`config.mk`:
```
export PLATFORM = sky130hd
export DESIGN_NAME = dmc_mem_cmd
export DESIGN_NICKNAME = d
export VERILOG_FILES = /design/src/design/dmc_fifo.v /design/src/design/dmc_mem_cmd.v
export VERILOG_INCLUDE_DIRS = /design/src /design/src/inc
export SDC_FILE = /design/constraint.sdc
export NUM_CORES = 1
export LEC_CHECK = 0
export BUFFER_PORTS_ARGS = -buffer_cell sky130_fd_sc_hd__buf_4
export CORE_UTILIZATION = 45
export DETAILED_ROUTE_END_ITERATION = 7
export PLACE_DENSITY_LB_ADDON = 0.25
export SETUP_SLACK_MARGIN = 0.05
export SLEW_MARGIN = 20
export SYNTH_ARGS = -nofsm -noshare
export SYNTH_HDL_FRONTEND = slang
export SYNTH_HIERARCHICAL = 1
export SYNTH_SLANG_ARGS = --single-unit
```
`constraint.sdc`:
```
create_clock -name CLK_I -period 5.23 [get_ports CLK_I]
set_clock_uncertainty 0.15 [all_clocks]
set_input_delay 0 -clock CLK_I [delete_from_list [all_inputs] [get_ports CLK_I]]
set_output_delay 0 -clock CLK_I [all_outputs]
set_load 0.01 [all_outputs]
```
`src/inc/dmc_map.vh`:
```
// How it works
// - read command 0x1/0x9, address high word first
// - bus attributes copied from attribute register fields
// - word clears bit 0, longword bits 1:0
// - byte/word one result word, longword two
// - read bus error answers 0x0001, status set
// - write command 0x1/0x8, address, then data
// - write done 0xFFFF; bus error 0x0001 status
// - block read needs a single read first
// - pointer advances by 1, 2 or 4
// - block read only after no-op/read/block read
// - size field decoded on every block read
// - block read 0xD, no operands, read format
// - size bits 7:6: byte, word, longword, reserved
// - status set for illegal, not-ready, bus error
// - transfers during memory access get not-ready
`ifndef DMC_MAP_VH
`define DMC_MAP_VH
`define DMC_CLASS_MEM    4'h1
`define DMC_OP_READ      4'h9
`define DMC_OP_WRITE     4'h8
`define DMC_OP_DUMP      4'hD
`define DMC_PAD_WORD     16'h0000
`define DMC_SZ_BYTE      2'b00
`define DMC_SZ_WORD      2'b01
`define DMC_SZ_LONG      2'b10
`define DMC_SZ_RSVD      2'b11
`define DMC_F_CLASS      15:12
`define DMC_F_OP         11:8
`define DMC_F_SIZE       7:6
`define DMC_RESP_DONE    16'hFFFF
`define DMC_RESP_BERR    16'h0001
`define DMC_RESP_ILLEGAL 16'hFFFF
`define DMC_RESP_NOTRDY  16'h0000
`define DMC_FIFO_DEPTH   32
`define DMC_FIFO_AW      5
`endif

```
`src/design/dmc_fifo.v`:
```
`timescale 1ns/1ps
`default_nettype none
module dmc_fifo #(
  parameter WIDTH = 17,
  parameter DEPTH = 32,
  parameter AW    = 5
)(
  input  wire             clk_i,
  input  wire             rst_i,
  input  wire             in_valid_i,
  output wire             in_ready_o,
  input  wire [WIDTH-1:0] in_data_i,
  output wire             out_valid_o,
  input  wire             out_ready_i,
  output wire [WIDTH-1:0] out_data_o
);
  reg [WIDTH-1:0] mem [0:DEPTH-1];
  reg [AW-1:0]    wr_ptr_r;
  reg [AW-1:0]    rd_ptr_r;
  reg [AW:0]      count_r;
  wire            push;
  wire            pop;

  assign in_ready_o  = (count_r != DEPTH[AW:0]);
  assign out_valid_o = (count_r != {(AW+1){1'b0}});
  assign out_data_o  = mem[rd_ptr_r];
  assign push        = in_valid_i & in_ready_o;
  assign pop         = out_ready_i & out_valid_o;

  always @(posedge clk_i)
  begin
    if (push)
    begin
      mem[wr_ptr_r] <= in_data_i;
    end
  end

  // pointers wrap through the index math; depth must be a power of two
  always @(posedge clk_i)
  begin
    if (rst_i)
    begin
      wr_ptr_r <= {AW{1'b0}};
      rd_ptr_r <= {AW{1'b0}};
      count_r  <= {(AW+1){1'b0}};
    end
    else
    begin
      if (push)
        wr_ptr_r <= wr_ptr_r + 1'b1;
      if (pop)
        rd_ptr_r <= rd_ptr_r + 1'b1;
      if (push & ~pop)
        count_r <= count_r + 1'b1;
      else if (pop & ~push)
        count_r <= count_r - 1'b1;
    end
  end
endmodule // dmc_fifo
`default_nettype wire

```
`src/design/dmc_mem_cmd.v`:
```
`timescale 1ns/1ps
`default_nettype none
`include "dmc_map.vh"
module dmc_mem_cmd #(
  parameter TYPE_W     = 2,
  parameter MOD_W      = 3,
  parameter FIFO_DEPTH = `DMC_FIFO_DEPTH,
  parameter FIFO_AW    = `DMC_FIFO_AW
)(
  input  wire              CLK_I,
  input  wire              SYS_RST_I,
  input  wire              XFER_VALID_I,
  input  wire [15:0]       XFER_WORD_I,
  output reg               RESP_VALID_O,
  output reg               RESP_STAT_O,
  output reg  [15:0]       RESP_WORD_O,
  input  wire [TYPE_W-1:0] ATTR_TYPE_I,
  input  wire [MOD_W-1:0]  ATTR_MOD_I,
  output reg               MEM_REQ_O,
  output reg               MEM_WR_O,
  output reg  [31:0]       MEM_ADDR_O,
  output reg  [1:0]        MEM_SIZE_O,
  output reg  [TYPE_W-1:0] MEM_TYPE_O,
  output reg  [MOD_W-1:0]  MEM_MOD_O,
  output reg  [31:0]       MEM_WDATA_O,
  input  wire              MEM_ACK_I,
  input  wire              MEM_BERR_I,
  input  wire [31:0]       MEM_RDATA_I
);
  // command phases; S_PUSH drains results into the queue
  localparam [2:0] S_IDLE = 3'd0;
  localparam [2:0] S_AHI  = 3'd1;
  localparam [2:0] S_ALO  = 3'd2;
  localparam [2:0] S_DHI  = 3'd3;
  localparam [2:0] S_DLO  = 3'd4;
  localparam [2:0] S_MEM  = 3'd5;
  localparam [2:0] S_PUSH = 3'd6;

  reg  [2:0]  state_r;
  reg         wr_r;
  reg  [1:0]  size_r;
  reg  [31:0] addr_r;
  reg  [31:0] wdata_r;
  // block-read pointer; only reads and block reads move it
  reg  [31:0] ptr_r;
  reg         dump_ok_r;
  reg  [16:0] q0_r;
  reg  [16:0] q1_r;
  reg  [1:0]  q_cnt_r;

  wire        busy;
  wire        xfer_idle;
  wire [3:0]  w_class;
  wire [3:0]  w_op;
  wire [1:0]  w_size;
  wire        mem_cmd;
  wire        fifo_in_ready;
  wire        fifo_out_valid;
  wire [16:0] fifo_out_data;
  wire        fifo_pop;
  wire        mem_done;

  reg         issue;
  reg  [31:0] issue_addr;
  reg  [1:0]  issue_size;
  reg  [31:0] issue_wdata;

  // address forced to the operand's natural alignment
  function [31:0] align;
    input [31:0] a;
    input [1:0]  sz;
    begin
      case (sz)
        `DMC_SZ_WORD: align = {a[31:1], 1'b0};
        `DMC_SZ_LONG: align = {a[31:2], 2'b00};
        default:      align = a;
      endcase
    end
  endfunction

  // pointer increment per operand size
  function [31:0] step;
    input [1:0] sz;
    begin
      case (sz)
        `DMC_SZ_WORD: step = 32'h0000_0002;
        `DMC_SZ_LONG: step = 32'h0000_0004;
        default:      step = 32'h0000_0001;
      endcase
    end
  endfunction

  // queue pushes count as busy so answers keep their order
  assign busy      = (state_r == S_MEM) | (state_r == S_PUSH);
  assign xfer_idle = XFER_VALID_I & ~busy;
  assign w_class   = XFER_WORD_I[`DMC_F_CLASS];
  assign w_op      = XFER_WORD_I[`DMC_F_OP];
  assign w_size    = XFER_WORD_I[`DMC_F_SIZE];
  assign mem_cmd   = (w_class == `DMC_CLASS_MEM) & (w_size != `DMC_SZ_RSVD);
  assign fifo_pop  = xfer_idle & fifo_out_valid;
  // bus error ends the access just like an acknowledge
  assign mem_done  = MEM_REQ_O & (MEM_ACK_I | MEM_BERR_I);

  // results queue toward the serial side; the engine waits while it is full
  dmc_fifo #(
    .WIDTH (17),
    .DEPTH (FIFO_DEPTH),
    .AW    (FIFO_AW)
  ) u_resp_fifo (
    .clk_i       (CLK_I),
    .rst_i       (SYS_RST_I),
    .in_valid_i  (state_r == S_PUSH),
    .in_ready_o  (fifo_in_ready),
    .in_data_i   (q0_r),
    .out_valid_o (fifo_out_valid),
    .out_ready_i (fifo_pop),
    .out_data_o  (fifo_out_data)
  );

  // decide when a memory cycle starts and with what
  always @*
  begin
    issue       = 1'b0;
    issue_addr  = addr_r;
    issue_size  = size_r;
    issue_wdata = wdata_r;
    if (XFER_VALID_I)
    begin
      case (state_r)
        S_IDLE:
        begin
          if (mem_cmd & (w_op == `DMC_OP_DUMP) & dump_ok_r)
          begin
            issue      = 1'b1;
            issue_addr = ptr_r;
            issue_size = w_size;
          end
        end
        S_ALO:
        begin
          issue      = ~wr_r;
          issue_addr = {addr_r[31:16], XFER_WORD_I};
        end
        S_DHI:
        begin
          issue = 1'b0;
        end
        S_DLO:
        begin
          issue = 1'b1;
          if (size_r == `DMC_SZ_LONG)
            issue_wdata = {wdata_r[31:16], XFER_WORD_I};
          else if (size_r == `DMC_SZ_WORD)
            issue_wdata = {16'h0000, XFER_WORD_I};
          else
            issue_wdata = {24'h00_0000, XFER_WORD_I[7:0]};
        end
        default:
        begin
          issue = 1'b0;
        end
      endcase
    end
  end

  always @(posedge CLK_I)
  begin
    if (SYS_RST_I)
    begin
      state_r     <= S_IDLE;
      wr_r        <= 1'b0;
      size_r      <= `DMC_SZ_BYTE;
      addr_r      <= 32'h0000_0000;
      wdata_r     <= 32'h0000_0000;
      ptr_r       <= 32'h0000_0000;
      dump_ok_r   <= 1'b0;
      q0_r        <= 17'h0_0000;
      q1_r        <= 17'h0_0000;
      q_cnt_r     <= 2'd0;
      MEM_REQ_O   <= 1'b0;
      MEM_WR_O    <= 1'b0;
      MEM_ADDR_O  <= 32'h0000_0000;
      MEM_SIZE_O  <= `DMC_SZ_BYTE;
      MEM_TYPE_O  <= {TYPE_W{1'b0}};
      MEM_MOD_O   <= {MOD_W{1'b0}};
      MEM_WDATA_O <= 32'h0000_0000;
    end
    else
    begin
      if (issue)
      begin
        state_r     <= S_MEM;
        MEM_REQ_O   <= 1'b1;
        MEM_WR_O    <= wr_r & (state_r != S_IDLE);
        MEM_ADDR_O  <= align(issue_addr, issue_size);
        MEM_SIZE_O  <= issue_size;
        MEM_TYPE_O  <= ATTR_TYPE_I;
        MEM_MOD_O   <= ATTR_MOD_I;
        MEM_WDATA_O <= issue_wdata;
        size_r      <= issue_size;
        if (state_r == S_IDLE)
          wr_r <= 1'b0;
      end
      else
      begin
        case (state_r)
          S_IDLE:
          begin
            if (XFER_VALID_I)
            begin
              size_r <= w_size;
              if (XFER_WORD_I == `DMC_PAD_WORD)
              begin
                // pointer and block-read permission survive padding
                q0_r    <= {1'b0, `DMC_RESP_DONE};
                q_cnt_r <= 2'd1;
                state_r <= S_PUSH;
              end
              else if (mem_cmd & ((w_op == `DMC_OP_READ) | (w_op == `DMC_OP_WRITE)))
              begin
                wr_r      <= (w_op == `DMC_OP_WRITE);
                dump_ok_r <= 1'b0;
                state_r   <= S_AHI;
              end
              else
              begin
                // block read without a valid predecessor lands here too
                q0_r      <= {1'b1, `DMC_RESP_ILLEGAL};
                q_cnt_r   <= 2'd1;
                dump_ok_r <= 1'b0;
                state_r   <= S_PUSH;
              end
            end
          end
          S_AHI:
          begin
            if (XFER_VALID_I)
            begin
              addr_r[31:16] <= XFER_WORD_I;
              state_r       <= S_ALO;
            end
          end
          S_ALO:
          begin
            if (XFER_VALID_I)
            begin
              addr_r[15:0] <= XFER_WORD_I;
              state_r      <= (size_r == `DMC_SZ_LONG) ? S_DHI : S_DLO;
            end
          end
          S_DHI:
          begin
            if (XFER_VALID_I)
            begin
              wdata_r[31:16] <= XFER_WORD_I;
              state_r        <= S_DLO;
            end
          end
          S_DLO:
          begin
            // wait for the last data word; the issue path leaves this state
            state_r <= S_DLO;
          end
          S_MEM:
          begin
            // other transfers are answered not-ready meanwhile
            if (mem_done)
            begin
              MEM_REQ_O <= 1'b0;
              state_r   <= S_PUSH;
              q_cnt_r   <= 2'd1;
              if (MEM_BERR_I)
                q0_r <= {1'b1, `DMC_RESP_BERR};
              else if (MEM_WR_O)
                q0_r <= {1'b0, `DMC_RESP_DONE};
              else if (MEM_SIZE_O == `DMC_SZ_LONG)
              begin
                q0_r    <= {1'b0, MEM_RDATA_I[31:16]};
                q1_r    <= {1'b0, MEM_RDATA_I[15:0]};
                q_cnt_r <= 2'd2;
              end
              else if (MEM_SIZE_O == `DMC_SZ_WORD)
                q0_r <= {1'b0, MEM_RDATA_I[15:0]};
              else
                q0_r <= {1'b0, 8'h00, MEM_RDATA_I[7:0]};
              if (~MEM_WR_O)
              begin
                // advance even after a bus error; address is never checked
                ptr_r     <= MEM_ADDR_O + step(MEM_SIZE_O);
                dump_ok_r <= 1'b1;
              end
            end
          end
          S_PUSH:
          begin
            // a long read pushes twice, high word first
            if (fifo_in_ready)
            begin
              q0_r    <= q1_r;
              q_cnt_r <= q_cnt_r - 2'd1;
              if (q_cnt_r == 2'd1)
                state_r <= S_IDLE;
            end
          end
          default:
          begin
            state_r <= S_IDLE;
          end
        endcase
      end
    end
  end

  // one answer per transfer, taken from the queue head
  always @(posedge CLK_I)
  begin
    if (SYS_RST_I)
    begin
      RESP_VALID_O <= 1'b0;
      RESP_STAT_O  <= 1'b0;
      RESP_WORD_O  <= 16'h0000;
    end
    else
    begin
      RESP_VALID_O <= XFER_VALID_I;
      if (XFER_VALID_I)
      begin
        if (fifo_pop)
        begin
          RESP_STAT_O <= fifo_out_data[16];
          RESP_WORD_O <= fifo_out_data[15:0];
        end
        else
        begin
          // empty queue and busy engine look alike; the host polls again
          RESP_STAT_O <= 1'b1;
          RESP_WORD_O <= `DMC_RESP_NOTRDY;
        end
      end
    end
  end
endmodule // dmc_mem_cmd
`default_nettype wire

```
==> impl_results.md, run 1 <==
- Run status: finished clean
- RR Startpoint: state_r[0]
- DRC: 0
- Post-CTS setup buffer count: 0
- Synth async-reset ratio: 0%
- Root Driver: clkbuf_16
- CP Capture Type: flop
- Cts bufs inserted: 79
- Ant. Diodes: 0
- Die extent in x: 266 µm
- Die Span Y: 266 µm
- Share of layout cells above drive strength 1: 18.2%
- Global-route usage over all layers: 23.0%
- Area growth from synthesis to layout: 17.6%
- Die area: slightly above 70000 µm²
- Core Area: just under 70000 µm²
- Htree depth: 3
- Row cnt: 96
- Pwr Total: around 14000 µW
- Via density: 5.89
- Top cells by count, synth: 544 x edfxtp_1, 234 x dfxtp_1, 188 x mux2i_1, 149 x nor2_1, 133 x a22oi_1
- CP required: 5.63 ns
- I/O Buffers: 148
- Worst reg2reg path depth: 12
- Dpl hpwl: around 50000 µm
- Final Critical Period: 4.40 ns
- Fmax: 0.227 GHz
- Largest net degree at the start of global routing: 78
- Fillers: 5604
- Syn nets: 2275
- Routed Antenna Nets: 0
- Maxcap violations: 0
- Setup violators final: 0
- Yosys reg bits: 778
- Cell taking the most area after synthesis: edfxtp_1
- Worst Setup Start Kind: flop
- Starting DRT DRC Count: 1684
- Hold_sp: MEM_RDATA_I[9]
- Synth top area share: 52.1%
- Mapped Cells: 2196
- First-pass GRT wire length: 122000 µm
- DP Cell Count: 3191
- CTS clk-pin slew, worst paths: 0.06 ns
- WL final: 81800 µm
- TritonCTS clock tree: yes
- Slew Limit Fails: 0
- Lkg Pwr: 0.0122 µW
- Yosys warnings: 6
- Via count: 20000
- EDFF count, synth: 544
- Grt total ovfl: 0
- Initial Utilization: 45.6%
- Distinct cells, synth: slightly above 80
- CTS max path bufs: 3
- Non-filler cells, final: approximately 3400
- Critical path peak fanout: 20
- Worst vdd ir: 0.000239 V
- Final critical-path share of the clock period: 84.2%
- Seq/Total Area, Yosys: between 60 and 70%
- Via count of the first global-routing pass: 20000
- Synth Flop Type: edfxtp_1
- Top area cells in the synthesized netlist: edfxtp_1 52%, dfxtp_1 15%, mux2i_1 6.0%, mux4_2 4.9%, a22oi_1 3.2%
- Gpl congestion: 0.847
- Worst hold stages: 4
- Fin nets: 2490
- Routed len/inst: between 20 and 25 µm
- Initial antenna violation count: 1
- Setup CP Type: reg -> reg
- Worst Tran Pin Value: approximately 1.1 ns
- Worst-Skew Late Latency: 0.63 ns
- Slew HR: between 20% and 30%
- Cell Area, Synth: 31400 µm²
- Worst Hold Class: in -> reg
- Worst Setup SP: state_r[0]
- Most common cell in the netlist: edfxtp_1
- Final Util: 53.6%
- PwrDens: between 300 and 400 nW/µm²
- RSZ-0062 raised after global routing: no
- Initial DRT Pass Iterations: 5
- I/O Pins: 149
- Mapped Avg Cell Area: approximately 14 µm²
- Worst EP arrival: 4.80 ns
- Clk sinks: 778
- Setup_tns: 0 ns
- Final Hold Viols: 0
cells in the final DEF (no fill, tap or decap), types with 14 or more instances in the layout:
cell type	count
clkbuf_16	82
a22o_1	34
ha_1	19
dlygate4sd3_1	70
clkbuf_1	18
nand4_1	32
nand3b_1	14
xor2_1	28
edfxtp_1	544
a22oi_1	133
mux2i_1	188
mux4_2	68
a21oi_1	101
nor2_1	144
o21ai_0	32
buf_4	220
a32o_1	16
nand2_1	106
a211oi_1	65
dfxtp_1	229
inv_1	19
nand3_1	59
flip-flops by register name (all words and copies together), names as in the netlist, 2 cells and up, named ones only:
signal / flops
MEM_TYPE_O: 2
u_resp_fifo/mem: 544
addr_r: 32
u_resp_fifo/wr_ptr_r: 5
RESP_WORD_O: 16
size_r: 2
MEM_WDATA_O: 32
u_resp_fifo/count_r: 6
q_cnt_r: 2
wdata_r: 16
state_r: 3
q0_r: 17
MEM_MOD_O: 3
u_resp_fifo/rd_ptr_r: 5
MEM_SIZE_O: 2
q1_r: 16
ptr_r: 32
MEM_ADDR_O: 32
where the power goes:
part           leakage (µW)  switching (µW)  internal [µW]
sequential          0.00687             227           7020
combinational       0.00404             922            490
clock               0.00125            2360           3220
stage by stage:
stage / instance area (µm²) / hold slack [ns] / worst slack [ns]
6_report: 36900 / 0.0232 / 0.829
5_1_grt: 36900 / 0.0406 / 0.547
3_5_place_dp: 33600 / 0.107 / 1.05
3_3_place_gp: 33600 / 0.0977 / 1.28
4_1_cts: 36900 / 0.0111 / 0.998
2_1_floorplan: 31400 / -0.0243 / 1.75
layout make-up:
type / count / area (µm²) / share of cell area, %
inverters: 21 / 78.8 / 0.214
clock inverters: 38 / 400 / 1.08
repair buffers: 293 / 2400 / 6.51
flip-flops and latches: 778 / 21000 / 57.0
clock buffers: 105 / 2190 / 5.93
multi-input cells: 1238 / 9640 / 26.1
well taps: 931 / 1160 / 3.16
worst max-delay path: stages, from the launching register on:
cell	delay [ns]
dfxtp_1	0.77
inv_1	0.18
nand3_1	0.49
inv_1	0.32
nor3_2	0.35
o31ai_4	0.16
ha_1	0.29
inv_1	0.22
ha_1	0.29
and3_2	0.24
a2111oi_0	0.59
o22ai_1	0.19
nand3_1	0.09
what timing repair did:
| item | in CTS | in global routing |
|---|---|---|
| resized for setup | 0 | 0 |
| hold buffers | 70 | 0 |
| endpoints found under the hold margin | 179 | 0 |
layer usage:
metal | vias to the layer above | GRT usage, % | wire length [µm]
met5 | - | 0 | 13
met4 | 2 | 7.11 | 2220
met3 | 150 | 4.33 | 5340
met2 | 697 | 39.2 | 40800
met1 | 10200 | 29.7 | 33400
li1 | 9007 | - | -
kinds of logic after synthesis:
| group | count (synthesis) | share of synthesized area, % |
|---|---|---|
| flops | 778 | 67.0 |
| compound gates | 471 | 10.7 |
| xor+xnor | 36 | 1.00 |
| fa+ha+maj | 21 | 0.885 |
| buf+inv | 180 | 2.45 |
| mux | 257 | 10.9 |
| simple gates | 453 | 7.03 |
path summary, 6_finish.rpt:
path / end / slack, ns
hold / removal: q1_r[9] / 0.02
setup reg to reg: u_resp_fifo/count_r[5] / 0.83
setup / recovery: u_resp_fifo/count_r[5] / 0.83
hold reg to reg: addr_r[30] / 0.31
No activity file was read; power rests on OpenSTA's default activity.
==> run 2, diff against run 1 <==
clock period = 3.8 ns   (was 5.23 ns; I/O delays follow)
==> impl_results.md, run 2 (same netlist as run 1, synthesis figures left out) <==
- Run status: finished clean
- Htree depth: 3
- TritonCTS clock tree: yes
- Core Area: 68800 µm²
- PwrDens: roughly 530 nW/µm²
- RSZ-0062 raised after global routing: no
- Area growth from synthesis to layout: 18.2%
- Initial antenna violation count: 1
- Initial Utilization: 45.6%
- Post-CTS setup buffer count: 0
- Dpl hpwl: 51200 µm
- Worst-Skew Late Latency: 0.64 ns
- Setup CP Type: reg -> reg
- Slew HR: 32.2%
- Clk sinks: 778
- Largest Register: u_resp_fifo/mem
- Fin nets: between 2000 and 3000
- Final critical-path share of the clock period: roughly nine tenths
- Final Critical Period: around 3.4 ns
- CP required: 4.22 ns
- Setup violators final: 0
- CTS max path bufs: 3
- Worst Hold Class: in -> reg
- Worst EP arrival: a little under 4 ns
- Fillers: around 5600
- Root Driver: clkbuf_16
- Worst vdd ir: ~0.00037 V
- Commonest cells after routing, fill and taps aside: 544 x edfxtp_1, 240 x buf_4, 228 x dfxtp_1
- Die extent in x: roughly 270 µm
- First-pass GRT wire length: 126000 µm
- Worst Setup Start Kind: flop
- Worst hold stages: 4
- Max FFs per register: 544
- Worst Tran Pin Value: between 1 and 1.5 ns
- Worst reg2reg endpoint: u_resp_fifo/count_r[5]
- Via count of the first global-routing pass: just over 20000
- Post-cts resize count: 0
- Ant. Diodes: 0
- Row cnt: between 90 and 100
- Via density: roughly 6
- Setup_tns: 0 ns
- Critical path endpoint: u_resp_fifo/count_r[5]
- Routed len/inst: 24.4 µm
- RR Startpoint: u_resp_fifo/count_r[4]
- I/O Pins: roughly 150
- Fmax: about 0.29 GHz
- Maxcap violations: 0
- Critical path peak fanout: 7
- Worst reg2reg path depth: 13
- Largest net degree at the start of global routing: 81
- Die Span Y: roughly 270 µm
- Die area: 70800 µm²
- Lkg Pwr: 0.0123 µW
- Worst Setup SP: u_resp_fifo/count_r[4]
- CP Capture Type: flop
- Gpl congestion: 0.836
- Via count: 20200
- Routed Antenna Nets: 0
- I/O Buffers: roughly 150
- Starting DRT DRC Count: 1674
- Initial DRT Pass Iterations: 5
- CTS clk-pin slew, worst paths: 0.06 ns
- Slew Limit Fails: 0
- Share of layout cells above drive strength 1: 19.1%
- Final Hold Viols: 0
- Hold WS: 0.0240 ns
- DRC: 0
- Global-route usage over all layers: 23.6%
- Cts bufs inserted: 80
- Flop2flop setup slack: 0.36 ns
- Most common cell after layout, fill and taps aside: edfxtp_1
- Grt total ovfl: 0
- WL final: 83500 µm
## run 2: changes by cell type in the layout (fill, tap and decap cells not counted), sizes merged
cell / previous run / this run
bufinv: 5 / 7
inv: 21 / 23
dlygate4sd3: 70 / 65
clkbuf: 105 / 98
buf: 223 / 244
clkinv: 28 / 36
clkinvlp: 5 / 4
## run 2: timing repair
action | 4_1_cts | 5_1_grt
setup endpoints to repair | 0 | 0
hold buffers | 65 | 0
endpoints found under the hold margin | 187 | 0
## run 2: area by class of cell
| type | instances | area [µm²] | area share, % |
|---|---|---|---|
| Clock buffer | 98 | 2120 | 5.72 |
| Timing Repair Buffer | 309 | 2520 | 6.81 |
| Multi-Input combinational cell | 1238 | 9630 | 26.0 |
| Tap cell | 931 | 1160 | 3.14 |
| Sequential cell | 778 | 21000 | 56.7 |
| Inverter | 21 | 78.8 | 0.213 |
| Clock inverter | 49 | 528 | 1.42 |
## run 2: through the flow
step                      power, µW  util [%]  cell area, µm²  instances  setup WS (ns)
after floorplan               11100         -           31400       2196          0.322
after CTS                     19900      53.8           37100       3424          0.420
after global routing          20500      53.9           37100       3424         0.0612
after detailed placement      12100      49.1           33800       3212          0.464
after global placement        12000      49.1           33800       3212          0.469
final                         19800      53.9           37100       3424          0.362
## run 2: worst min-delay path by stage
stage | startpoint | slack, ns | endpoint
after CTS | MEM_RDATA_I[6] | 0.0002 | q1_r[6]
after global placement | MEM_RDATA_I[12] | 0.1 | q1_r[12]
final | MEM_RDATA_I[9] | 0.02 | q1_r[9]
after floorplan | XFER_WORD_I[0] | -0.02 | MEM_WDATA_O[0]
after detailed placement | MEM_RDATA_I[7] | 0.11 | q1_r[7]
after global routing | MEM_RDATA_I[9] | 0.04 | q1_r[9]
## run 2: layer usage
| layer | vias to the layer above | share of wire, % | track usage [%] |
|---|---|---|---|
| met5 | - | 0.011 | 0 |
| met4 | 2 | 3.0 | 8.34 |
| met3 | 163 | 6.6 | 4.11 |
| met2 | 747 | 49 | 39.4 |
| met1 | 10300 | 41 | 31.0 |
| li1 | 9037 | - | - |
## run 2: worst max-delay path, stage by stage, from the launching register on
cell,delay [ns]
dfxtp_1,0.34
or4_4,0.62
nor2_1,0.16
nand2_1,0.07
nand2_1,0.10
nor3_2,0.07
o31ai_4,0.10
ha_1,0.33
inv_1,0.18
ha_1,0.32
and3_2,0.24
a2111oi_0,0.47
o22ai_1,0.16
nand3_1,0.08
## run 2: report_power, final
group / switching, µW / total [µW] / leakage [µW] / internal, µW
Clock: 3340 / 7840 / 0.00129 / 4500
Sequential: 394 / 10100 / 0.00688 / 9660
Combinational: 1230 / 1900 / 0.00412 / 679
Total: 4960 / 19800 / 0.0123 / 14800
